==> src/common/qbp_pkg.sv <==
// shared constants and types of the quasi-bidirectional port array
package qbp_pkg;

  // ==========================================================
  // sizes and reset values
  localparam int unsigned QBP_NPORT     = 6;
  localparam logic [7:0]  QBP_LATCH_RST = 8'hff;
  localparam logic [7:0]  QBP_ALL_ZERO  = 8'h00;

  // ==========================================================
  // timing: one phase is one oscillator period, one clk cycle
  localparam int unsigned QBP_CLK_NS    = 40;
  localparam int unsigned QBP_OSC_NS    = 40;
  localparam int unsigned QBP_PHASE_CYC =
    (QBP_OSC_NS / QBP_CLK_NS < 1) ? 1 : QBP_OSC_NS / QBP_CLK_NS;
  localparam int unsigned QBP_MC_OSC    = 12;
  localparam logic [3:0]  QBP_LAST_PH   = 4'(QBP_MC_OSC - 1);
  localparam logic [3:0]  QBP_S1P1      = 4'h0;
  localparam logic [3:0]  QBP_S1P2      = 4'h1;
  localparam logic [3:0]  QBP_S2P1      = 4'h2;
  localparam logic [3:0]  QBP_RST_SAMP  = 4'h9;

  // ==========================================================
  // port indices
  localparam logic [2:0] QBP_PORT_ZERO  = 3'h0;
  localparam logic [2:0] QBP_PORT_ONE   = 3'h1;
  localparam logic [2:0] QBP_PORT_TWO   = 3'h2;
  localparam logic [2:0] QBP_PORT_THREE = 3'h3;

  // ==========================================================
  // alternate functions: bit positions
  localparam int unsigned QBP_P1_IRQ3_CC0   = 0;
  localparam int unsigned QBP_P1_IRQ4_CC1   = 1;
  localparam int unsigned QBP_P1_IRQ5_CC2   = 2;
  localparam int unsigned QBP_P1_IRQ6_CC3   = 3;
  localparam int unsigned QBP_P1_IRQ_TWO    = 4;
  localparam int unsigned QBP_P1_T2_RELOAD  = 5;
  localparam int unsigned QBP_P1_SYSCLK_OUT = 6;
  localparam int unsigned QBP_P1_T2_INPUT   = 7;
  localparam int unsigned QBP_P3_SER_RX     = 0;
  localparam int unsigned QBP_P3_SER_TX     = 1;
  localparam int unsigned QBP_P3_IRQ_ZERO   = 2;
  localparam int unsigned QBP_P3_IRQ_ONE    = 3;
  localparam int unsigned QBP_P3_T0_INPUT   = 4;
  localparam int unsigned QBP_P3_T1_INPUT   = 5;
  localparam int unsigned QBP_P3_XDATA_WSTB = 6;
  localparam int unsigned QBP_P3_XDATA_RSTB = 7;
  // bits whose alternate output is gated by the latch
  localparam logic [7:0]  QBP_P1_ALT_MASK   = 8'hf0;
  localparam logic [7:0]  QBP_P3_ALT_MASK   = 8'hff;

  // ==========================================================
  // instruction kind presented with a port read
  typedef enum logic [3:0] {
    op_plain_read,
    logical_and_op,
    logical_or_op,
    logical_xor_op,
    jump_bit_set_clear_op,
    complement_bit_op,
    op_increment,
    op_decrement,
    decrement_jump_nonzero_op,
    op_move_carry_bit,
    op_clear_bit,
    op_set_bit
  } qbp_op_t;

  function automatic logic qbp_is_rmw(input qbp_op_t op);
    return op != op_plain_read;
  endfunction : qbp_is_rmw

endpackage : qbp_pkg

==> src/logic/qbp_phase_gen.sv <==
// state/phase sequencer and reset pin filter
`timescale 1ns/100ps
`default_nettype none
module qbp_phase_gen
  import qbp_pkg::*;
(
  input  wire logic       clk,
  input  wire logic       reset,
  input  wire logic       ext_reset_n,
  output logic      [3:0] phase_cnt,
  output logic            pin_reset
);

  logic [3:0] cnt_ff;
  logic       meta_ff;
  logic       sync_ff;
  logic       low_seen_ff;
  logic       irst_ff;

  // ==========================================================
  // twelve phases per machine cycle, S1P1 = 0 .. S6P2 = 11
  always_ff @(posedge clk) begin
    if (reset) begin
      cnt_ff <= QBP_S1P1;
    end else if (cnt_ff == QBP_LAST_PH) begin
      cnt_ff <= QBP_S1P1;
    end else begin
      cnt_ff <= cnt_ff + 4'h1;
    end
  end

  // ==========================================================
  // reset pin: two flops, then one sample per machine cycle
  always_ff @(posedge clk) begin
    if (reset) begin
      meta_ff <= 1'b1;
      sync_ff <= 1'b1;
    end else begin
      meta_ff <= ext_reset_n;
      sync_ff <= meta_ff;
    end
  end

  // a single low sample is treated as noise
  always_ff @(posedge clk) begin
    if (reset) begin
      low_seen_ff <= 1'b0;
      irst_ff     <= 1'b0;
    end else if (cnt_ff == QBP_RST_SAMP) begin
      if (sync_ff) begin
        low_seen_ff <= 1'b0;
        irst_ff     <= 1'b0;
      end else begin
        low_seen_ff <= 1'b1;
        irst_ff     <= irst_ff | low_seen_ff;
      end
    end
  end

  assign phase_cnt = cnt_ff;
  assign pin_reset = irst_ff;

endmodule : qbp_phase_gen
`default_nettype wire

==> src/logic/qbp_port_unit.sv <==
// one 8-bit port: latch, output buffer, input synchroniser
`timescale 1ns/100ps
`default_nettype none
module qbp_port_unit
  import qbp_pkg::*;
#(
  parameter bit OPEN_DRAIN = 1'b0,
  parameter bit HAS_STRONG = 1'b1
) (
  input  wire logic       clk,
  input  wire logic       rst,
  input  wire logic       load_ph1,
  input  wire logic       s1_start,
  input  wire logic       wr_en,
  input  wire logic [7:0] wr_data,
  input  wire logic       force_ones,
  input  wire logic       ovr_en,
  input  wire logic [7:0] ovr_val,
  input  wire logic       ovr_full,
  input  wire logic [7:0] alt_out,
  input  wire logic [7:0] pin_in,
  output logic      [7:0] latch_q,
  output logic      [7:0] pin_sync,
  output logic      [7:0] pin_out,
  output logic      [7:0] pin_oe,
  output logic      [7:0] pin_strong
);

  logic [7:0] latch_ff;
  logic [7:0] meta_ff;
  logic [7:0] sync_ff;
  logic [7:0] out_ff;
  logic [7:0] oe_ff;
  logic [7:0] strong_ff;
  logic [7:0] nxt_latch;
  logic [7:0] nxt_val;
  logic [7:0] nxt_strong;
  logic [7:0] nxt_oe;

  // ==========================================================
  // latch: bus ones during external access win over a write
  always_comb begin
    nxt_latch = latch_ff;
    if (force_ones) begin
      nxt_latch = QBP_LATCH_RST;
    end else if (wr_en) begin
      nxt_latch = wr_data;
    end
  end

  always_ff @(posedge clk) begin
    if (rst) begin
      latch_ff <= QBP_LATCH_RST;
    end else begin
      latch_ff <= nxt_latch;
    end
  end

  always_ff @(posedge clk) begin
    if (rst) begin
      meta_ff <= QBP_LATCH_RST;
      sync_ff <= QBP_LATCH_RST;
    end else begin
      meta_ff <= pin_in;
      sync_ff <= meta_ff;
    end
  end

  // ==========================================================
  // output buffer, loaded only on entry to a phase 1
  always_comb begin
    nxt_val    = ovr_en ? ovr_val : (nxt_latch & alt_out);
    nxt_strong = QBP_ALL_ZERO;
    if (HAS_STRONG) begin
      if (ovr_en) begin
        nxt_strong = ovr_val;
      end else if (s1_start) begin
        nxt_strong = nxt_val & ~out_ff;
      end
    end
    if (OPEN_DRAIN) begin
      nxt_oe = (ovr_en && ovr_full) ? QBP_LATCH_RST : ~nxt_val;
    end else begin
      nxt_oe = ~nxt_val | nxt_strong;
    end
  end

  always_ff @(posedge clk) begin
    if (rst) begin
      out_ff    <= QBP_LATCH_RST;
      oe_ff     <= QBP_ALL_ZERO;
      strong_ff <= QBP_ALL_ZERO;
    end else if (load_ph1) begin
      out_ff    <= nxt_val;
      oe_ff     <= nxt_oe;
      strong_ff <= nxt_strong;
    end
  end

  assign latch_q    = latch_ff;
  assign pin_sync   = sync_ff;
  assign pin_out    = out_ff;
  assign pin_oe     = oe_ff;
  assign pin_strong = strong_ff;

endmodule : qbp_port_unit
`default_nettype wire

==> src/logic/qbp_port_array.sv <==
// six quasi-bidirectional ports with external bus takeover
`timescale 1ns/100ps
`default_nettype none

// How it works
// - machine cycle is twelve phases, S1P1 through S6P2, one clock each
// - reset loads every port latch with all ones
// - reset also presets the pin buffers and clears pending write and read data
// - latch loads on write strobe; reads return latch or pin level
// - read-modify-write reads of a port return the latch
// - bit writes modify one bit of the latch byte, rewrite whole byte
// - logic, jump-clear, complement, inc, dec, bit ops use latch path
// - latch updates at S6P2, pin follows at next S1P1
// - zero-to-one on ports one to five adds strong pullup during S1
// - port two address ones keep strong pullup whole external cycle
// - external access drives port zero, and port two on 16-bit addresses; port zero latch gets ones
// - port zero muxes low address and data; port two high address
// - port zero, and port two on 16-bit addresses, are not general I/O while bus
// - alternate outputs reach pin only while latch bit holds one
// - live pin level of ports one, three feeds alternate inputs
// - port one bits: irqs, capture/compare, reload, clock out, timer
// - port three bits: serial, irqs, timer inputs, data strobes
// - latch one turns off pull-down; weak pullup holds ports one-five
// - port zero open drain, pullup only emitting bus ones
module qbp_port_array
  import qbp_pkg::*;
(
  input  wire logic            clk,
  input  wire logic            reset,
  input  wire logic            ext_reset_n,
  input  wire logic            wr_req,
  input  wire logic      [2:0] wr_port,
  input  wire logic      [7:0] wr_data,
  input  wire logic            wr_bit,
  input  wire logic      [2:0] wr_bit_idx,
  input  wire logic            wr_bit_val,
  input  wire logic            rd_req,
  input  wire logic      [2:0] rd_port,
  input  wire qbp_pkg::qbp_op_t rd_op,
  input  wire logic            ext_cycle,
  input  wire logic            ext_addr16,
  input  wire logic     [15:0] ext_addr,
  input  wire logic            ext_data_phase,
  input  wire logic            ext_drive,
  input  wire logic      [7:0] ext_wdata,
  input  wire logic      [7:0] alt_out_p1,
  input  wire logic      [7:0] alt_out_p3,
  input  wire logic [5:0][7:0] pin_in,
  output logic      [5:0][7:0] pin_out,
  output logic      [5:0][7:0] pin_oe,
  output logic      [5:0][7:0] pin_strong,
  output logic           [7:0] rd_data,
  output logic                 rd_valid,
  output logic                 wr_done,
  output logic           [7:0] alt_in_p1,
  output logic           [7:0] alt_in_p3,
  output logic           [7:0] ext_rdata,
  output logic           [3:0] mc_phase,
  output logic                 pin_reset_active
);

  logic [3:0]      cnt_w;
  logic            irst_w;
  logic            core_rst;
  logic            load_ph1;
  logic            s1_start;
  logic            commit;
  logic            pend_ff;
  logic [2:0]      pend_port_ff;
  logic [7:0]      pend_data_ff;
  logic            pend_bit_ff;
  logic [2:0]      pend_idx_ff;
  logic            pend_val_ff;
  logic [7:0]      wbyte;
  logic [7:0]      rd_data_ff;
  logic            rd_valid_ff;
  logic            wr_done_ff;
  logic [5:0][7:0] latch_w;
  logic [5:0][7:0] sync_w;
  logic [5:0]      ovr_en_w;
  logic [5:0][7:0] ovr_val_w;
  logic [5:0][7:0] alt_w;
  logic            p0_full;

  // ==========================================================
  // sequencing and reset
  qbp_phase_gen u_phase (
    .clk         (clk),
    .reset       (reset),
    .ext_reset_n (ext_reset_n),
    .phase_cnt   (cnt_w),
    .pin_reset   (irst_w)
  );

  assign core_rst = reset | irst_w;
  // buffers sample only on the edge into an even (phase 1) count
  assign load_ph1 = cnt_w[0];
  assign s1_start = cnt_w == QBP_LAST_PH;
  assign commit   = pend_ff && (cnt_w == QBP_LAST_PH);

  // ==========================================================
  // write path: held until S6P2, a newer request replaces it
  always_ff @(posedge clk) begin
    if (core_rst) begin
      pend_ff      <= 1'b0;
      pend_port_ff <= QBP_PORT_ZERO;
      pend_data_ff <= QBP_ALL_ZERO;
      pend_bit_ff  <= 1'b0;
      pend_idx_ff  <= 3'h0;
      pend_val_ff  <= 1'b0;
    end else if (wr_req) begin
      pend_ff      <= 1'b1;
      pend_port_ff <= wr_port;
      pend_data_ff <= wr_data;
      pend_bit_ff  <= wr_bit;
      pend_idx_ff  <= wr_bit_idx;
      pend_val_ff  <= wr_bit_val;
    end else if (commit) begin
      pend_ff <= 1'b0;
    end
  end

  // whole latch byte is read so other bits survive unchanged
  always_comb begin
    wbyte = pend_data_ff;
    if (pend_bit_ff) begin
      wbyte = (pend_port_ff < 3'(QBP_NPORT)) ? latch_w[pend_port_ff]
                                             : QBP_ALL_ZERO;
      wbyte[pend_idx_ff] = pend_val_ff;
    end
  end

  always_ff @(posedge clk) begin
    if (core_rst) begin
      wr_done_ff <= 1'b0;
    end else begin
      wr_done_ff <= commit;
    end
  end

  // ==========================================================
  // read path
  always_ff @(posedge clk) begin
    if (core_rst) begin
      rd_valid_ff <= 1'b0;
      rd_data_ff  <= QBP_ALL_ZERO;
    end else begin
      rd_valid_ff <= rd_req;
      if (rd_req) begin
        if (rd_port >= 3'(QBP_NPORT)) begin
          rd_data_ff <= QBP_ALL_ZERO;
        end else if (qbp_is_rmw(rd_op)) begin
          rd_data_ff <= latch_w[rd_port];
        end else begin
          rd_data_ff <= sync_w[rd_port];
        end
      end
    end
  end

  // ==========================================================
  // driver selection: bus takeover and alternate outputs
  // during bus access port zero, and port two for 16-bit addresses, serve the bus; latch writes do not reach those pins
  assign p0_full = ~ext_data_phase | ext_drive;

  always_comb begin
    ovr_en_w  = '0;
    ovr_val_w = '0;
    alt_w     = {QBP_NPORT{QBP_LATCH_RST}};
    ovr_en_w[0] = ext_cycle;
    ovr_val_w[0] = ext_data_phase ? (ext_drive ? ext_wdata : QBP_LATCH_RST)
                                  : ext_addr[7:0];
    ovr_en_w[2] = ext_cycle & ext_addr16;
    ovr_val_w[2] = ext_addr[15:8];
    alt_w[1] = alt_out_p1 | ~QBP_P1_ALT_MASK;
    alt_w[3] = alt_out_p3 | ~QBP_P3_ALT_MASK;
  end

  // ==========================================================
  // six port units; port zero open drain without strong pullup
  for (genvar i = 0; i < QBP_NPORT; i++) begin : g_port
    qbp_port_unit #(
      .OPEN_DRAIN (i == 0),
      .HAS_STRONG (i != 0)
    ) u_port (
      .clk        (clk),
      .rst        (core_rst),
      .load_ph1   (load_ph1),
      .s1_start   (s1_start),
      .wr_en      (commit && (pend_port_ff == 3'(i))),
      .wr_data    (wbyte),
      .force_ones ((i == 0) && ext_cycle),
      .ovr_en     (ovr_en_w[i]),
      .ovr_val    (ovr_val_w[i]),
      .ovr_full   (p0_full),
      .alt_out    (alt_w[i]),
      .pin_in     (pin_in[i]),
      .latch_q    (latch_w[i]),
      .pin_sync   (sync_w[i]),
      .pin_out    (pin_out[i]),
      .pin_oe     (pin_oe[i]),
      .pin_strong (pin_strong[i])
    );
  end

  // live pin levels, not latches, feed the alternate inputs
  assign alt_in_p1        = sync_w[1];
  assign alt_in_p3        = sync_w[3];
  assign ext_rdata        = sync_w[0];
  assign rd_data          = rd_data_ff;
  assign rd_valid         = rd_valid_ff;
  assign wr_done          = wr_done_ff;
  assign mc_phase         = cnt_w;
  assign pin_reset_active = irst_w;
endmodule : qbp_port_array
`default_nettype wire

==> config.mk <==
export PLATFORM = sky130hd
export DESIGN_NAME = qbp_port_array
export DESIGN_NICKNAME = d
export VERILOG_FILES = /design/src/common/qbp_pkg.sv /design/src/logic/qbp_phase_gen.sv /design/src/logic/qbp_port_unit.sv /design/src/logic/qbp_port_array.sv
export SDC_FILE = /design/constraint.sdc
export NUM_CORES = 1
export LEC_CHECK = 0
export BUFFER_PORTS_ARGS = -buffer_cell sky130_fd_sc_hd__buf_2
export CAP_MARGIN = 10
export CORE_MARGIN = 2
export CORE_UTILIZATION = 49
export CTS_CLUSTER_SIZE = 14
export DETAILED_ROUTE_END_ITERATION = 10
export PLACE_DENSITY = 0.76
export RECOVER_POWER = 50
export SLEW_MARGIN = 20
export SYNTH_ARGS = -nofsm -noshare
export SYNTH_HDL_FRONTEND = slang
export SYNTH_HIERARCHICAL = 1
export SYNTH_SLANG_ARGS = --single-unit
==> constraint.sdc <==
create_clock -name clk -period 2.73 [get_ports clk]
set_input_delay 0.6825 -clock clk [delete_from_list [all_inputs] [get_ports clk]]
set_output_delay 0.6825 -clock clk [all_outputs]
set_load 0.05 [all_outputs]
== Word level (Yosys, flattened, before mapping) ==
Index checks and enable logic that the tools add are counted.

* Reductions and logical operators: 13
* Muxes and demuxes: 35
* Divide/modulo/power cells: 0
* $add $sub $neg: 1
* Shifts and indexed selects: 0
* $lt $le $gt $ge: 6
* $mul: 0
* Equality and inequality tests: 7
* Bitwise logic cells: 28

{| class="wikitable"
|+ Operators by type and width
! cell !! number
|-
| 8-bit 2-to-1 mux || 25
|-
| 8-bit inverter || 11
|-
| 8-bit binary-select mux with 3-bit select || 3
|-
| 8-bit AND || 7
|-
| 8-bit OR || 5
|-
| 3-bit by 4-bit less-than comparator with 1-bit output, second input constant || 3
|-
| 1-bit logical AND || 9
|-
| 8-bit bitwise mux || 1
|-
| 4-bit == test, second input constant || 2
|-
| 3-bit by 2-bit == test with 1-bit output, second input constant || 2
|-
| 3-bit == test, second input constant || 2
|-
| 1-bit 2-to-1 mux || 5
|-
| 4-bit by 1-bit adder with 4-bit output, second input constant || 1
|-
| 4-bit nonzero test || 1
|-
| 1-bit demux with 3-bit select || 1
|-
| 3-bit by 1-bit == test with 1-bit output, second input constant || 1
|-
| 3-bit by 1-bit >= comparator with 1-bit output, second input constant || 1
|-
| 3-bit >= comparator, second input constant || 1
|-
| 3-bit zero test || 1
|-
| 3-bit less-than comparator, second input constant || 1
|-
| 1-bit OR || 3
|-
| 2-bit nonzero test || 1
|-
| 2-bit OR reduction || 1
|-
| 1-bit AND || 1
|-
| 1-bit inverter || 1
|}

* Latch bits: 0
* Memories kept: 0
* Bits in writable memories: 0
* Register bits after elaboration: 315
* Bits in read-only memories: 0

== Depth between registers and ports, before layout ==
* Depth after elaboration: 12
* Gate-level depth with buffers: 10
* Mapped depth without buffers: 7

== By module ==
Netlist, hierarchy kept.

{| class="wikitable"
|+ Modules (own cells, without submodules)
! module !! cells each !! times used !! area each (µm²)
|-
| qbp_port_unit (g_port[1].u_port ...) || 185 || 5 || 1933.1
|-
| qbp_port_array || 275 || 1 || 2467.4
|-
| qbp_port_unit (g_port[0].u_port) || 131 || 1 || 1472.7
|-
| qbp_phase_gen || 30 || 1 || 304.0
|}

== Least setup slack after synthesis ==
OpenSTA, ideal clock, no wires.

* Kind: reg-to-reg
* Start point: reg u_phase.cnt_ff[0], in the netlist u_phase/phase_cnt[0]
* End point: reg g_port[5].u_port.latch_ff[0]
* Buffers on the path: 1
* Clock period less this slack: 3340 ps
* Path slack: -610 ps
* Required time: 2603 ps
* Stages on the path, launching flop included: 7
* Setup time: 127 ps
* Data arrival time: 3213 ps
* Cells stage by stage: dfxtp_1 > and4b_1 > nand2_1 > nor4b_1 > buf_6 > mux2_4 > or3_1

* Cells in the longest elaborated chain, start to end: 4

{| class="wikitable"
|+ Ends and longest elaborated chain
! item !! line !! text
|-
| from (decl) || qbp_phase_gen.sv:14 || <nowiki>logic [3:0] cnt_ff;</nowiki>
|-
| from (signal assigned) || qbp_phase_gen.sv:28 || <nowiki>cnt_ff <= cnt_ff + 4'h1;</nowiki>
|-
| 4-bit == test || -- ||
|-
| named net s1_start || qbp_port_array.sv:66 || <nowiki>logic s1_start;</nowiki>
|-
| 1-bit logical AND || qbp_port_array.sv:99 || <nowiki>assign commit = pend_ff && (cnt_w == QBP_LAST_PH);</nowiki>
|-
| 1-bit logical AND || qbp_port_array.sv:190 || <nowiki>.wr_en (commit && (pend_port_ff == 3'(i))),</nowiki>
|-
| 8-bit 2-to-1 mux || qbp_port_unit.sv:46 || <nowiki>end else if (wr_en) begin</nowiki>
|-
| to (signal assigned) || qbp_port_unit.sv:55 || <nowiki>latch_ff <= nxt_latch;</nowiki>
|-
| to (decl) || qbp_port_unit.sv:29 || <nowiki>logic [7:0] latch_ff;</nowiki>
|}

The timed path passes the listed nets, and every way through them passes these cells.
A chain may end at the register's enable or synchronous reset.

== Worst setup path after layout ==
* Start point: reg pend_port_ff[0]
* End point: reg g_port[2].u_port.strong_ff[3]

* Cells in the longest elaborated chain, start to end: 10
* Elaborated cells between the ends (all ways): 13

{| class="wikitable"
|+ Ends and longest elaborated chain
! item !! line !! text
|-
| from (decl) || qbp_port_array.sv:69 || <nowiki>logic [2:0] pend_port_ff;</nowiki>
|-
| from (signal assigned) || qbp_port_array.sv:113 || <nowiki>pend_port_ff <= wr_port;</nowiki>
|-
| 8-bit binary-select mux with 3-bit select || qbp_port_array.sv:127 || <nowiki>wbyte = (pend_port_ff < 3'(QBP_NPORT)) ? latch_w[pend_port_ff]</nowiki>
|-
| 8-bit 2-to-1 mux (implied by the code) || qbp_port_array.sv:127 ||
|-
| 8-bit 2-to-1 mux * || qbp_port_array.sv:127 ||
|-
| 8-bit bitwise mux * || qbp_port_array.sv:129 || <nowiki>wbyte[pend_idx_ff] = pend_val_ff;</nowiki>
|-
| 8-bit 2-to-1 mux * || qbp_port_array.sv:126 || <nowiki>if (pend_bit_ff) begin</nowiki>
|-
| named net wbyte[3] || qbp_port_array.sv:74 || <nowiki>logic [7:0] wbyte;</nowiki>
|-
| 8-bit 2-to-1 mux * || qbp_port_unit.sv:46 ||
|-
| 8-bit 2-to-1 mux * || qbp_port_unit.sv:72 || <nowiki>nxt_val = ovr_en ? ovr_val : (nxt_latch & alt_out);</nowiki>
|-
| 8-bit AND * || qbp_port_unit.sv:78 || <nowiki>nxt_strong = nxt_val & ~out_ff;</nowiki>
|-
| 8-bit 2-to-1 mux * || qbp_port_unit.sv:77 || <nowiki>end else if (s1_start) begin</nowiki>
|-
| 8-bit 2-to-1 mux * || qbp_port_unit.sv:75 || <nowiki>if (ovr_en) begin</nowiki>
|-
| to (signal assigned) || qbp_port_unit.sv:96 || <nowiki>strong_ff <= nxt_strong;</nowiki>
|-
| to (decl) || qbp_port_unit.sv:34 || <nowiki>logic [7:0] strong_ff;</nowiki>
|}

The timed path passes the listed nets; every way through them passes the cells marked *. The select of a mux whose other input is x is not followed.

==> results.sh <==
export IMPL_status="finished clean"
export IMPL_synth_top_cell_area_share_pct=45.34
export IMPL_rows=61
export IMPL_cp_startpoint="pend_port_ff[0]"
export IMPL_p_switching_mw=3.309
export IMPL_hold_slack_ns=0.3536
export IMPL_syn_inst=1361
export IMPL_fin_skew_ns=0.01323
export IMPL_layout_nets=1853
export IMPL_grt_setup_unrepaired="false"
export IMPL_crit_type="reg2reg"
export IMPL_synth_compound_area_share_pct=19.21
export IMPL_grt_pass1_wl_mm=59.95
export IMPL_reg2reg_depth=8
export IMPL_avgSynthCellArea_um2=10.22
export IMPL_r2r_slack_ns=0.14
export IMPL_clkTransAtPathRegs_ns=0.06
export IMPL_die_x_um=172.5
export IMPL_drive_gt1_share_pct=27.04
export IMPL_power_frac_seq_pct=42.8
export IMPL_place_area_um2=15890
export IMPL_final_setup_viol_count=0
export IMPL_p_per_area_nw_per_um2=693.8
export IMPL_post_dp_hpwl_mm=27.54
export IMPL_path_cells="buf_4 -> mux2i_1 -> o22ai_1 -> a21oi_1 -> o22ai_1 -> mux2_4 -> o211ai_1 -> a311oi_1"
export IMPL_cts_buffers=34
export IMPL_r2r_start="pend_port_ff[0]"
export IMPL_vdd_drop_max_mv=0.4148
export IMPL_vias=11750
export IMPL_num_io_pins=303
export IMPL_synthAdderAreaFrac_pct=0.1799
export IMPL_grt_pass1_vias=11260
export IMPL_setup_tns_ns=0
export IMPL_max_freq_ghz=0.3858
export IMPL_cts_max_level=2
export IMPL_dr_pass1_iters=8
export IMPL_grtUsageTotal_pct=25.31
export IMPL_critPathRequiredTime_ns=3.13
export IMPL_cts_resized=0
export IMPL_comb_power_share_pct=15.2
export IMPL_synthTopCellsByArea="dfxtp_1 (45%), mux2i_1 (6.3%), or2_2 (4.5%)"
export IMPL_endpoint_kind="register"
export IMPL_place_congestion=0.9206
export IMPL_yosysWarnings=6
export IMPL_crit_fanout=14
export IMPL_ys_seq_area_share_pct=45.34
export IMPL_cts_setup_buffers=0
export IMPL_cts_tree="done"
export IMPL_fin_util_pct=60.76
export IMPL_wl_per_cell_um=18.22
export IMPL_post_route_min_period_ns=2.592
export IMPL_syn_to_final_growth_pct=21.69
export IMPL_clock_sinks=315
export IMPL_synth_top_family_by_area="compound AO/OA/AOI/OAI gates"
export IMPL_drt_iter0_drc=875
export IMPL_coreArea_um2=27860
export IMPL_die_area_um2=29750
export IMPL_postSynth_asyncResetShare_pct=0
export IMPL_synth_distinct_cells=56
export IMPL_yosys_area_share_simple_pct=17.59
export IMPL_clkPwrFrac_pct=42.1
export IMPL_synth_xor_xnor_area_share_pct=0
export IMPL_io_buffers=290
export IMPL_slew_violations=0
export IMPL_synth_area_um2=13910
export IMPL_clock_path_buffers=3
export IMPL_grt_overflow=0
export IMPL_antenna_found_initial=5
export IMPL_initial_core_util_pct=49.93
export IMPL_slowest_delay_ns=0.73
export IMPL_drtAntennaViolNets=0
export IMPL_leakage_nw=6.518
export IMPL_die_h_um=172.5
export IMPL_hold_class="in2reg"
export IMPL_fin_crit_sh_pct=94.95
export IMPL_via_per_inst=5.510
export IMPL_relSlewSlack_pct=33.72
export IMPL_worstMarginPinSlew_ns=0.9942
export IMPL_swShare_pct=28.18
export IMPL_synth_mux_area_fraction_pct=11.87
export IMPL_hold_depth=2
export IMPL_design_area_um2=16930
export IMPL_synth_main_ff_cell="dfxtp_1"
export IMPL_maxCapViolCount=0
export IMPL_cp_arrival_ns=2.99
export IMPL_path_common_cell="o22ai_1"
export IMPL_clock_root_buffer="clkbuf_16"
export IMPL_crit_path_end="g_port[2].u_port/pin_strong[3]"
export IMPL_ys_ff_latch=315
export IMPL_r2r_end="g_port[2].u_port/pin_strong[3]"
export IMPL_intPower_mw=8.434
export IMPL_cp_start_kind="register"
export IMPL_grt_max_degree=152
export IMPL_crit_slowest_cell="o22ai_1"
export IMPL_routed_wirelength_mm=38.85
export IMPL_n_fill_cell=2397
export IMPL_synth_edf_count=0
export IMPL_clk_latency_ns=0.51
export IMPL_cts_hold_buffers_added=0
export IMPL_hold_violations=0
export IMPL_drc=0
export IMPL_synth_largest_area_cell="dfxtp_1"
-- synthesized netlist by cell type, types with 3 or more instances --
cell       instances
a211oi_1          10
a21oi_1           10
a221o_1            8
a222oi_1          15
a2bb2oi_1          7
a311oi_1          40
a31oi_1            3
a41oi_1           40
and2b_1           20
and3b_1            8
buf_2             23
buf_4             18
buf_6             19
clkbuf_1          49
conb_1             3
dfxtp_1          315
inv_1             26
mux2_4            40
mux2i_1           87
mux4_2             8
nand2_1           63
nand2b_1           5
nor2_1            76
nor2b_1           20
nor3_1            44
nor3b_1           42
o211ai_1          40
o21ai_0           46
o21ai_1           18
o21ai_2           30
o221a_1           10
o221a_2           30
o22a_1             6
o22ai_1           14
or2_2            100
or3_1             40
-- power by group through the flow --
stage	Clock [mW]	Sequential (mW)	Combinational [mW]
after floorplan	0	5.73	0.747
after global routing	5.24	5.05	1.90
final	4.94	5.02	1.78
after detailed placement	0	5.11	1.79
after global placement	0	5.10	1.76
after CTS	5.01	5.01	1.79
-- cell families (layout without fill, tap and decap cells) --
group           Yosys count  count (layout)
simple gates            433             433
compound gates          334             334
flops                   315             315
buf+inv                 139             404
mux                     135             135
other cells               3             131
fa+ha+maj                 2               2
-- per-layer routing --
metal	GRT usage [%]	part of all wire, %
met1	32.76	43
met3	5.173	6.4
met5	0	0.11
met2	42.90	49
met4	6.905	2.3
-- critical path: cells and delay by family (launching register included) --
family | cells | cell delay [ns]
buf+inv | 1 | 0.28
compound gates | 5 | 1.33
mux | 2 | 0.45
flops | 1 | 0.42
-- cells in the final DEF (no fill, tap or decap), types with 6 or more instances in the layout --
cell and count:
dfxtp_1 314, buf_2 176, conb_1 130, clkbuf_1 124, or2_2 99, mux2i_1 87
nor2_1 76, nand2_1 63, o21ai_0 53, nor3_1 44, nor3b_1 42, mux2_4 40
a41oi_1 40, o211ai_1 40, a311oi_1 40, or3_1 40, clkbuf_16 36, o21ai_2 30
o221a_2 30, inv_1 26, nor2b_1 20, and2b_1 20, buf_4 19, a222oi_1 15
o22ai_1 12, o21ai_1 11, a21oi_1 10, a211oi_1 10, o221a_1 10, and3b_1 9
mux4_2 8, a221o_1 8, a2bb2oi_1 7, o22a_1 6, bufinv_16 6
-- worst min-delay path by stage --
stage                           startpoint                           end  slack [ns]
2_1_floorplan  g_port[0].u_port/meta_ff[0]  g_port[0].u_port/pin_sync[0]        0.39
3_3_place_gp   g_port[1].u_port/meta_ff[0]  g_port[1].u_port/pin_sync[0]        0.39
3_5_place_dp   g_port[3].u_port/meta_ff[0]  g_port[3].u_port/pin_sync[0]        0.39
4_1_cts                         pin_in[21]   g_port[2].u_port/meta_ff[5]        0.34
5_1_grt                         pin_in[30]   g_port[3].u_port/meta_ff[6]        0.34
6_report                        pin_in[21]   g_port[2].u_port/meta_ff[5]        0.35
-- final cells by class --
class                           instances  area, um2  share of cell area (%)
Timing Repair Buffer                  319       1511                   8.930
Sequential cell                       315       6307                   37.26
Antenna cell                            1      2.502                 0.01478
Tap cell                              378      473.0                   2.794
Inverter                               27      103.9                  0.6135
Clock buffer                           45      984.7                   5.818
Clock inverter                         13      222.7                   1.316
Multi-Input combinational cell       1034       7321                   43.25
-- stage by stage --
| step | power (mW) | instances | setup slack, ns |
|---|---|---|---|
| 2_1_floorplan | 6.480 | 1488 | 0.1046 |
| 3_3_place_gp | 6.863 | 2073 | 0.1788 |
| 3_5_place_dp | 6.899 | 2073 | 0.1351 |
| 4_1_cts | 11.82 | 2131 | 0.1248 |
| 5_1_grt | 12.19 | 2132 | 0.0007958 |
| 6_report | 11.74 | 2132 | 0.1377 |
-- sequential cells by signal (all words and copies together), names as in the netlist, 3 cells and up --
signal                    flops
g_port.u_port/latch_q        48
g_port.u_port/meta_ff        48
g_port.u_port/pin_oe         48
g_port.u_port/pin_out        48
g_port.u_port/pin_sync       48
g_port.u_port/pin_strong     40
pend_data_ff                  8
rd_data                       8
u_phase/phase_cnt             4
pend_idx_ff                   3
pend_port_ff                  3
No activity file was read; power rests on OpenSTA's default activity.
